### src/hdl/pac_pkg.sv
// shared constants and types for the parallel converter port
package pac_pkg;
    localparam int PAC_RES_BITS = 10;
    localparam logic [9:0] PAC_CODE_FULL = 10'h3FF;
    localparam logic [9:0] PAC_CODE_ZERO = 10'h000;
    localparam logic [9:0] PAC_LATCH_RST = 10'h000;
    localparam logic [3:0] PAC_ZERO_CNT = 4'h0;
    localparam logic [3:0] PAC_BIT_TOP = 4'h9;
    // internal clock: one approximation step every N reference cycles
    localparam int PAC_INT_DIV = 8;
    localparam logic [3:0] PAC_DIV_LAST = 4'(PAC_INT_DIV - 1);
    // external clock must fall this many times before it takes over
    localparam logic [3:0] PAC_EXT_TAKE = 4'h4;
    localparam int PAC_CLK_NS = 10;
    localparam int PAC_DONE_CLEAR_NS = 20;
    localparam int PAC_DONE_CLEAR_CYC = (PAC_DONE_CLEAR_NS / PAC_CLK_NS) < 1 ? 1 : (PAC_DONE_CLEAR_NS / PAC_CLK_NS);
    typedef enum logic [2:0] {
        PAC_ST_SAMPLE = 3'b001,
        PAC_ST_HOLD = 3'b010,
        PAC_ST_LATCH = 3'b100
    } pac_state_t;
endpackage

### src/hdl/pac_latch.sv
// output latch holding the last finished result
`timescale 1ns/100ps
`default_nettype none
module pac_latch import pac_pkg::*; #(
    parameter int W = PAC_RES_BITS
) (
    input wire logic clk_i, // reference clock
    input wire logic rst_n_i, // async reset, low
    input wire logic load_i, // capture strobe
    input wire logic [W-1:0] data_i, // new result
    output logic [W-1:0] data_o // stored result
);
    logic [W-1:0] data_d;
    // load only on the strobe, otherwise keep
    always_comb begin
        data_d = load_i ? data_i : data_o;
    end
    always_ff @(posedge clk_i or negedge rst_n_i) begin
        if (!rst_n_i) begin
            data_o <= W'(PAC_LATCH_RST);
        end else begin
            data_o <= data_d;
        end
    end
endmodule // pac_latch
`default_nettype wire

### src/hdl/pac_conv.sv
// control and read-out of a 10-bit successive-approximation converter
// Contract
// result bit 0 is the lsb and bit 9 (the tenth) is the msb on the data pins.
// a conversion starts on the rising write strobe while chip select is low.
// that edge switches the input to hold until the conversion completes.
// outside a conversion the input is sampled and tracked.
// on completion the result goes to the latch, then done is driven low.
// the latch takes a new result only at the falling edge of done.
// with chip select and read strobe low the latch drives the data bus.
// a falling read strobe returns done high within the clear delay; one that falls in the latch cycle leaves done low.
// the host sees completion by interrupt on done or by polling it.
// an input at or above the top reference gives all ones.
// an input at or below the bottom reference gives all zeros.
// an input between references gives a code proportional to its position.
// strobes are ignored unless chip select is low.
// pulses on the external clock input replace the internal clock.
// the data pins float whenever chip select or read strobe is high.
`timescale 1ns/100ps
`default_nettype none
module pac_conv import pac_pkg::*; #(
    parameter int W = PAC_RES_BITS
) (
    input wire logic REF_CLK_I, // 100 MHz reference clock
    input wire logic RESET_N_I, // async reset, low
    input wire logic CS_N_I, // chip select, low
    input wire logic WR_N_I, // write strobe, low
    input wire logic RD_N_I, // read strobe, low
    input wire logic EXTERNAL_CLOCK_IN_I, // external conversion clock, idle high
    input wire logic [W-1:0] ANALOG_INPUT_I, // input position within the span
    input wire logic [W-1:0] REF_POS_I, // top reference position
    input wire logic [W-1:0] REF_NEG_I, // bottom reference position
    output logic [W-1:0] DATA_O, // data bus out
    output logic [W-1:0] DATA_OE_O, // data bus drive enable, high drives
    output logic DONE_N_O, // end of conversion, low
    output logic HOLD_O // high while input is held
);
    // elaboration checks: the package fixes the code width, and the divider must fit its 4-bit counter
    if (W != PAC_RES_BITS) begin : g_bad_width
        $error("pac_conv serves 10-bit results only");
    end
    if (PAC_INT_DIV < 1 || PAC_INT_DIV > 16) begin : g_bad_div
        $error("pac_conv divider must fit its 4-bit counter");
    end

    pac_state_t st_q, st_d;
    logic wr_q, rd_q, ck_q, done_q;
    logic wr_d, rd_d, ck_d, done_d;
    logic [W-1:0] held_q, held_d, sar_q, sar_d;
    logic [3:0] bit_q, bit_d, div_q, div_d, ext_cnt_q, ext_cnt_d;
    logic [W-1:0] latch_val;
    logic start, rd_fall, step, done_fall, ext_edge, hi_ext;
    logic [W-1:0] trial, span, pos;
    logic [2*W-1:0] prod;

    // strobe edges qualified by chip select
    // only the rising write edge counts; select is looked at on that same edge
    assign start = !wr_q && WR_N_I && !CS_N_I;
    assign rd_fall = rd_q && !RD_N_I && !CS_N_I;
    assign ext_edge = !ck_q && EXTERNAL_CLOCK_IN_I;
    assign hi_ext = ext_cnt_q == PAC_EXT_TAKE;
    // step source: external pulses once seen, else internal divider
    assign step = hi_ext ? ext_edge : (div_q == PAC_DIV_LAST);
    assign done_fall = done_q && st_q == PAC_ST_LATCH;

    // comparator model: clamp to references, then scale the held level to the span
    // the divide only runs strictly inside the span, so a zero span never reaches it
    always_comb begin
        span = REF_POS_I - REF_NEG_I;
        pos = held_q - REF_NEG_I;
        prod = {{W{1'b0}}, pos} * {{W{1'b0}}, PAC_CODE_FULL};
        if (held_q >= REF_POS_I) begin
            trial = PAC_CODE_FULL;
        end else if (held_q <= REF_NEG_I) begin
            trial = PAC_CODE_ZERO;
        end else begin
            trial = W'(prod / {{W{1'b0}}, span});
        end
    end

    // next state of converter and handshake
    always_comb begin
        st_d = st_q;
        sar_d = sar_q;
        bit_d = bit_q;
        held_d = held_q;
        done_d = done_q;
        wr_d = WR_N_I;
        rd_d = RD_N_I;
        ck_d = EXTERNAL_CLOCK_IN_I;
        div_d = (div_q == PAC_DIV_LAST) ? PAC_ZERO_CNT : div_q + 4'h1;
        ext_cnt_d = ext_cnt_q;
        // external pulses seen: count low phases; once the count is reached it stays external
        if (!EXTERNAL_CLOCK_IN_I && ck_q && !hi_ext) begin
            ext_cnt_d = ext_cnt_q + 4'h1;
        end
        if (rd_fall) begin
            done_d = 1'b1;
        end
        case (st_q)
            PAC_ST_SAMPLE: begin
                held_d = ANALOG_INPUT_I; // track while idle
                if (start) begin
                    st_d = PAC_ST_HOLD;
                    sar_d = PAC_CODE_ZERO;
                    bit_d = PAC_BIT_TOP;
                end
            end
            PAC_ST_HOLD: begin
                if (step) begin
                    // one trial bit per step, msb first
                    sar_d[bit_q] = trial[bit_q];
                    if (bit_q == PAC_ZERO_CNT) begin
                        st_d = PAC_ST_LATCH;
                    end else begin
                        bit_d = bit_q - 4'h1;
                    end
                end
            end
            PAC_ST_LATCH: begin
                done_d = 1'b0; // latch loads this cycle if done was high, done falls with it
                st_d = PAC_ST_SAMPLE;
            end
            default: st_d = PAC_ST_SAMPLE;
        endcase
    end

    // converter, strobe and clock-edge registers
    always_ff @(posedge REF_CLK_I or negedge RESET_N_I) begin
        if (!RESET_N_I) begin
            st_q <= PAC_ST_SAMPLE;
            sar_q <= PAC_CODE_ZERO;
            bit_q <= PAC_ZERO_CNT;
            held_q <= PAC_CODE_ZERO;
            done_q <= 1'b1;
            wr_q <= 1'b1;
            rd_q <= 1'b1;
            ck_q <= 1'b1;
            div_q <= PAC_ZERO_CNT;
            ext_cnt_q <= PAC_ZERO_CNT;
        end else begin
            st_q <= st_d;
            sar_q <= sar_d;
            bit_q <= bit_d;
            held_q <= held_d;
            done_q <= done_d;
            wr_q <= wr_d;
            rd_q <= rd_d;
            ck_q <= ck_d;
            div_q <= div_d;
            ext_cnt_q <= ext_cnt_d;
        end
    end

    // result latch loads only with the falling edge of done
    pac_latch #(.W(W)) u_latch (
        .clk_i(REF_CLK_I),
        .rst_n_i(RESET_N_I),
        .load_i(done_fall),
        .data_i(sar_q),
        .data_o(latch_val)
    );

    // registered pins; bus drives one cycle after read and select go low
    always_ff @(posedge REF_CLK_I or negedge RESET_N_I) begin
        if (!RESET_N_I) begin
            DATA_O <= PAC_CODE_ZERO;
            DATA_OE_O <= PAC_CODE_ZERO;
            DONE_N_O <= 1'b1;
            HOLD_O <= 1'b0;
        end else begin
            DATA_O <= latch_val; // bit 0 lsb, bit 9 msb
            DATA_OE_O <= (!CS_N_I && !RD_N_I) ? PAC_CODE_FULL : PAC_CODE_ZERO;
            DONE_N_O <= done_d;
            HOLD_O <= st_d == PAC_ST_HOLD;
        end
    end

    AST_START_HOLDS: assert property (@(posedge REF_CLK_I) disable iff (!RESET_N_I)
        start && st_q == PAC_ST_SAMPLE |=> HOLD_O) else $error("write edge did not hold input");
    AST_DONE_CLEAR: assert property (@(posedge REF_CLK_I) disable iff (!RESET_N_I)
        rd_fall && st_q != PAC_ST_LATCH |=> ##[0:1] DONE_N_O) else $error("read did not clear done");
    AST_LATCH_EDGE: assert property (@(posedge REF_CLK_I) disable iff (!RESET_N_I)
        $changed(latch_val) |-> $past(done_fall)) else $error("latch changed without done edge");
    AST_DRIVE: assert property (@(posedge REF_CLK_I) disable iff (!RESET_N_I)
        !CS_N_I && !RD_N_I |=> DATA_OE_O == PAC_CODE_FULL) else $error("bus not driven on read");
    AST_FLOAT: assert property (@(posedge REF_CLK_I) disable iff (!RESET_N_I)
        CS_N_I || RD_N_I |=> DATA_OE_O == PAC_CODE_ZERO) else $error("bus driven while deselected");
    AST_IGNORE: assert property (@(posedge REF_CLK_I) disable iff (!RESET_N_I)
        CS_N_I && st_q == PAC_ST_SAMPLE |=> st_q == PAC_ST_SAMPLE) else $error("strobe taken without select");
    AST_DONE_LOW: assert property (@(posedge REF_CLK_I) disable iff (!RESET_N_I)
        st_q == PAC_ST_LATCH ##1 1'b1 |-> !DONE_N_O && latch_val == $past(sar_q)) else $error("done low without result");
    AST_SAMPLE: assert property (@(posedge REF_CLK_I) disable iff (!RESET_N_I)
        st_q == PAC_ST_SAMPLE && !start |=> !HOLD_O) else $error("hold outside conversion");
    // the held level must not move while the bit trials run
    AST_HOLD_FROZEN: assert property (@(posedge REF_CLK_I) disable iff (!RESET_N_I)
        st_q == PAC_ST_HOLD |=> held_q == $past(held_q)) else $error("held input moved in conversion");
    // done stays low until a read clears it
    AST_DONE_STAYS: assert property (@(posedge REF_CLK_I) disable iff (!RESET_N_I)
        !DONE_N_O && !rd_fall |=> !DONE_N_O) else $error("done rose without read");
    // a held level at or above the top reference finishes as all ones
    AST_FULL_CODE: assert property (@(posedge REF_CLK_I) disable iff (!RESET_N_I)
        st_q == PAC_ST_LATCH && held_q >= REF_POS_I |-> sar_q == PAC_CODE_FULL) else $error("top input not full");
    // a held level at or below the bottom reference finishes as all zeros
    AST_ZERO_CODE: assert property (@(posedge REF_CLK_I) disable iff (!RESET_N_I)
        st_q == PAC_ST_LATCH && held_q <= REF_NEG_I |-> sar_q == PAC_CODE_ZERO) else $error("bottom input not zero");
    // data pins mirror the latch bit for bit, one cycle later
    AST_DATA_PINS: assert property (@(posedge REF_CLK_I) disable iff (!RESET_N_I)
        1'b1 |=> DATA_O == $past(latch_val)) else $error("data pins differ from latch");
    // once the external clock has taken over, no trial without one of its rising edges
    AST_EXT_STEP: assert property (@(posedge REF_CLK_I) disable iff (!RESET_N_I)
        hi_ext && st_q == PAC_ST_HOLD && !ext_edge |=> bit_q == $past(bit_q)) else $error("step without clock");
    // during the bit trials the read strobe resets done in the cycle after its falling edge
    AST_READ_CLEARS: assert property (@(posedge REF_CLK_I) disable iff (!RESET_N_I)
        rd_fall && st_q == PAC_ST_HOLD |=> DONE_N_O) else $error("done not cleared by read");
endmodule // pac_conv
`default_nettype wire

### config.mk
export PLATFORM = sky130hd
export DESIGN_NAME = pac_conv
export DESIGN_NICKNAME = d
export VERILOG_FILES = /design/src/hdl/pac_pkg.sv /design/src/hdl/pac_latch.sv /design/src/hdl/pac_conv.sv
export SDC_FILE = /design/constraint.sdc
export NUM_CORES = 1
export LEC_CHECK = 0
export BUFFER_PORTS_ARGS = -buffer_cell sky130_fd_sc_hd__buf_2
export CORE_MARGIN = 2
export CORE_UTILIZATION = 70
export DETAILED_ROUTE_END_ITERATION = 12
export PLACE_DENSITY = 0.95
export SLEW_MARGIN = 20
export SYNTH_ARGS = -nofsm -noshare
export SYNTH_HDL_FRONTEND = slang
export SYNTH_HIERARCHICAL = 1
export SYNTH_SLANG_ARGS = --single-unit
### constraint.sdc
create_clock -name REF_CLK_I -period 75.9 [get_ports REF_CLK_I]
set_input_delay 0 -clock REF_CLK_I [delete_from_list [all_inputs] [get_ports REF_CLK_I]]
set_output_delay 0 -clock REF_CLK_I [all_outputs]
set_load 0.03 [all_outputs]
Word-level counts from Yosys, hierarchy flattened
Index checks and enable logic that the tools add are counted.

operators by class
  $add $sub $neg = 5
  multipliers = 1
  div/mod/pow operators = 1
  $lt $le $gt $ge = 4
  equal/unequal tests = 9
  shifts and indexed selects = 0
  mux-type cells = 23
  bitwise logic cells = 0
  reduce and logical (&&, ||, !) cells = 21

operators by type and width
  operator                                                     number
  two-way mux 10 bit                                           5
  divider 20 x 10 -> 20 bit                                    1
  multiplier 10 x 10 -> 20 bit (second input constant)         1
  one-hot mux 10 bit (2 select lines)                          1
  subtractor 10 bit                                            2
  two-way mux 4 bit                                            4
  bitwise mux 10 bit                                           1
  >= comparator 10 bit                                         1
  <= comparator 10 bit                                         1
  logical AND 1 bit                                            10
  two-way mux 3 bit                                            3
  adder 4 x 1 -> 4 bit (second input constant)                 2
  == test 4 x 3 -> 1 bit (second input constant)               2
  one-hot mux 4 bit (2 select lines)                           1
  == test 3 x 2 -> 1 bit (second input constant)               2
  zero test 1 bit                                              6
  inequality test 2 bit (second input constant)                3
  one-hot mux 3 bit (2 select lines)                           1
  less-than comparator 4 x 5 -> 1 bit (second input constant)  1
  two-way mux 1 bit                                            5
  binary-select mux 1 bit (select 4 bit)                       1
  demux 1 bit (select 4 bit)                                   1
  >= comparator 4 x 1 -> 1 bit (second input constant)         1
  zero test 4 bit                                              1
  6 further kinds                                              7

word-level totals
  register bits = 70
  latch bits = 0
  bits in writable memories = 0
  ROM bits = 0
  output and inout bits = 22
  word-level logic and storage cells = 78
  memories kept = 0

Depth between registers and ports, before layout
  word-level depth = 10
  gate-level depth with buffers = 271

By module
Netlist, hierarchy kept.

modules (own cells, without submodules)
  module     instances  cells an instance  area each (um^2)  seq. area each (um^2)
  pac_conv   1          1885               14781.7           1282.5
  pac_latch  1          21                 411.6             250.2

Least setup slack after synthesis
OpenSTA, ideal clock, no wires.

  path type = register -> register
  start point = register held_q[0]
  end point = register sar_q[1]
  setup time = 136 ps
  arrival = 49586 ps
  data required time = 75764 ps
  slack = 26178 ps
  cell stages (with the launch flop) = 258
  clock period less this slack = 49722 ps
  path through = dfrtp_1 inv_1 ha_1 fa_1 nor2b_1 o21ai_0 nand2b_1 xor2_1 inv_1 xnor2_1 ha_1 a21o_1 fa_1 inv_1 fa_1 inv_1 fa_1 inv_1 [222 not listed] a21oi_1 ha_1 a21oi_1 nor2b_1 o21ai_0 nand2b_1 a21oi_1 nor2b_1 o21ai_0 nand2b_1 a21oi_1 nor2b_1 o21ai_0 nand3_1 nor3_1 o211ai_1 a2111oi_4 o31ai_1

between the ends
  longest elaborated chain between the ends = 10

ends and longest elaborated chain
  element                                    RTL line         RTL
  from (decl)                                pac_conv.sv:48   logic [W-1:0] held_q, held_d, sar_q, sar_d;
  from (signal assigned)                     pac_conv.sv:144  held_q <= held_d;
  subtractor 10 bit                          pac_conv.sv:69   pos = held_q - REF_NEG_I;
  multiplier 10 x 10 -> 20 bit               pac_conv.sv:70   prod = {{W{1'b0}}, pos} * {{W{1'b0}}, PAC_CODE_FULL};
  divider 20 x 10 -> 20 bit                  pac_conv.sv:76   trial = W'(prod / {{W{1'b0}}, span});
  two-way mux 10 bit                         pac_conv.sv:73   end else if (held_q <= REF_NEG_I) begin
  two-way mux 10 bit *                       pac_conv.sv:71   if (held_q >= REF_POS_I) begin
  binary-select mux 1 bit (select 4 bit) *   pac_conv.sv:111  sar_d[bit_q] = trial[bit_q];
  two-way mux 1 bit (not written as such) *  pac_conv.sv:111
  bitwise mux 10 bit *                       pac_conv.sv:111
  two-way mux 10 bit *                       pac_conv.sv:109  if (step) begin
  one-hot mux 10 bit (2 select lines) *      pac_conv.sv:99   case (st_q)
  to (signal assigned)                       pac_conv.sv:142  sar_q <= sar_d;
  to (decl)                                  pac_conv.sv:48

Mark *: on every way between the ends. The rest lies on a longest branch, timed or not. The select of a mux whose other input is x is not followed.
A chain may end at the register's enable or synchronous reset.

Final worst setup path
Same ends and word-level chain as after synthesis.

==> impl_metrics.tcl <==
set metrics [dict create \
    synth_edf_count 0 \
    startpoint "held_q[0]" \
    cp.required_ns 76.10 \
    cts_resized 0 \
    initial_utilization_pct 71.8 \
    grt_max_degree 62 \
    cp.depth 246 \
    synth_most_common_cell "ha_1" \
    routabilityCongestion 0.972 \
    drc 0 \
    start_kind "register" \
    grt_pass1_wl_um 74700 \
    syn_area_per_cell_um2 7.97 \
    n_antenna_cell 0 \
    dp_slack_ns 19.73 \
    clockBufferDepth 2 \
    io_pins 58 \
    routed_wl_um 46400 \
    yosys_warnings 6 \
    grt_overflow_total 0 \
    post-route-min-period_ns 58.12 \
    fin_cells 2241 \
    fmax_ghz 0.0172 \
    netlist_instances 1906 \
    hold_depth 2 \
    first_pass_iters 6 \
    ys_types 113 \
    crit_top_cell "o21a_1" \
    cts_root_buf "clkbuf_16" \
    ys_seq_elements 61 \
    status "finished, final reports clean" \
    tns_ns 0 \
    end_kind "register" \
    synth_top_area_share_pct 20.5 \
    finalHoldViolCount 0 \
    avgViaCountPerCell 6.88 \
    coreArea_mm2 0.0212 \
    timing.final.crit_share_pct 76.6 \
    crit_type "register to register" \
    via_count 15400 \
    yosys-top-cells-count "ha_1, nor2_1, nand2_1, inv_1, a21oi_1" \
    finClkSkew_ns 0.0138 \
    worst_slew_pin_slew_ns 1.07 \
    worst_slack_ns 17.78 \
    crit_fanout 19 \
    rr_worst_depth 246 \
    rr_startpoint "held_q[0]" \
    dp_cells 2210 \
    rsz0062_at_grt "no" \
    cts_sinks 61 \
    netlist_area_mm2 0.0152 \
    wire_per_inst_um 20.7 \
    slew_headroom_pct 28.2 \
    hold_class "input port to register" \
    cp_slowest_cell "a2111oi_4" \
    cp.arrival_ns 58.31 \
    endpoint "sar_q[1]" \
    cts_setup_buffers 0 \
    area_growth_pct 6.36 \
    ys.flop_type "dfrtp_1" \
    max_stage_delay_ns 0.81 \
    cts_tree "done" \
    worst-r2r-setup-slack_ns 17.78 \
    cpLargestDelayFamily "compound AO/OA/AOI/OAI gates" \
    synthTopCellsByArea "ha_1, dfrtp_1, fa_1" \
    timing.final.max_slew_violations 0 \
    regToRegEndpoint "sar_q[1]" \
    maxCapViolations 0 \
    dieArea_mm2 0.0229 \
    grt_usage_pct 40.5 \
    ys_seq_area_share_pct 10.1 \
    post-dp-hpwl_um 34500 \
    synth_top_area_cell "ha_1" \
    die_h_um 151 \
    grt_pass1_vias 15100 \
    ant_nets 0 \
    fp.dieW_um 151 \
    async_flop_share_pct 100 \
    syn_nets 2228 \
    grt_antenna_before_repair 2 \
    port_buffers 57 \
    setup_viol 0 \
    drive_above_1_share_pct 11.2 \
    clk_latency_ns 0.35 \
    cp_num_buf_inv 11 \
    cts_buffers 9 \
    fp-row-count 53 \
    drtIter0Drc 1627 \
    htree_levels 3 \
    final_nets 2283 \
    path_clk_slew_ns 0.07 \
]
-- layout by cell type, fill, tap and decap left out, types with 20 or more instances in the layout --
cell,n
buf_2,57
nand3_1,36
nor2_1,161
nor3_1,96
nand2_1,142
ha_1,249
nor2b_1,28
o21a_1,90
a21o_1,47
mux2i_1,23
fa_1,37
xnor2_1,71
o21ai_0,100
mux2_2,50
inv_1,138
xor2_1,32
or3_1,20
dfrtp_1,56
nand2b_1,25
a21oi_1,119
o31ai_1,37
-- how the worst min path moves through the flow --
stage               from           end  slack [ns]
6_report          WR_N_I          wr_q        0.33
5_1_grt           WR_N_I          wr_q        0.34
4_1_cts           WR_N_I          wr_q        0.33
3_5_place_dp      WR_N_I          wr_q        0.12
3_3_place_gp      WR_N_I          wr_q        0.12
2_1_floorplan  RESET_N_I  DATA_OE_O[8]       -0.30
-- cells by family (layout without fill, tap and decap cells) --
kind of cell	after synthesis	count (layout)	synth area share, %
compound gates	569	569	26.8
mux	87	87	6.65
xor+xnor	104	104	6.00
simple gates	618	618	20.0
buf+inv	178	238	4.82
fa+ha+maj	289	289	25.6
flops	61	61	10.1
-- metal layers --
layer | up-vias | track usage (%) | routed length [um]
met1 | 7147 | 47.9 | 17900
met4 | 4 | 24.7 | 3090
met5 | - | 0 | 26
li1 | 7138 | - | -
met2 | 882 | 66.2 | 20900
met3 | 237 | 10.0 | 4480
-- what timing repair did --
action,4_1_cts,5_1_grt
setup endpoints to repair,0,0
hold buffers,15,0
hold endpoints to repair,70,0
-- through the flow --
step | hold WS [ns] | instance area (um2) | utilization (%)
after floorplan | -0.296 | 15200 | -
after global placement | 0.117 | 15700 | 74.3
after detailed placement | 0.120 | 15700 | 74.3
after CTS | 0.330 | 16200 | 76.4
after global routing | 0.338 | 16200 | 76.4
final | 0.332 | 16200 | 76.4
-- layout make-up --
class                      instances  area, um2
clock inverter                     7       73.8
timing repair buffer              82        510
fill                            1442       4990
sequential                        61       1530
multi-input combinational       1667      12900
clock buffer                       9        225
inverter                         140        527
tap                              275        344
-- registers in the layout, summed over array words and instances, names as in the netlist --
signal and count:
div_q 4, st_q 3, rd_q 1, sar_q 10, wr_q 1, held_q 10
HOLD_O 1, ck_q 1, u_latch/data_o 10, DONE_N_O 1, ext_cnt_q 4, DATA_OE_O 1
bit_q 4, DATA_O 10
Power is left out: the tool's default activity adds up to more than one toggle a clock period on the data nets, which glitch-free logic cannot reach.
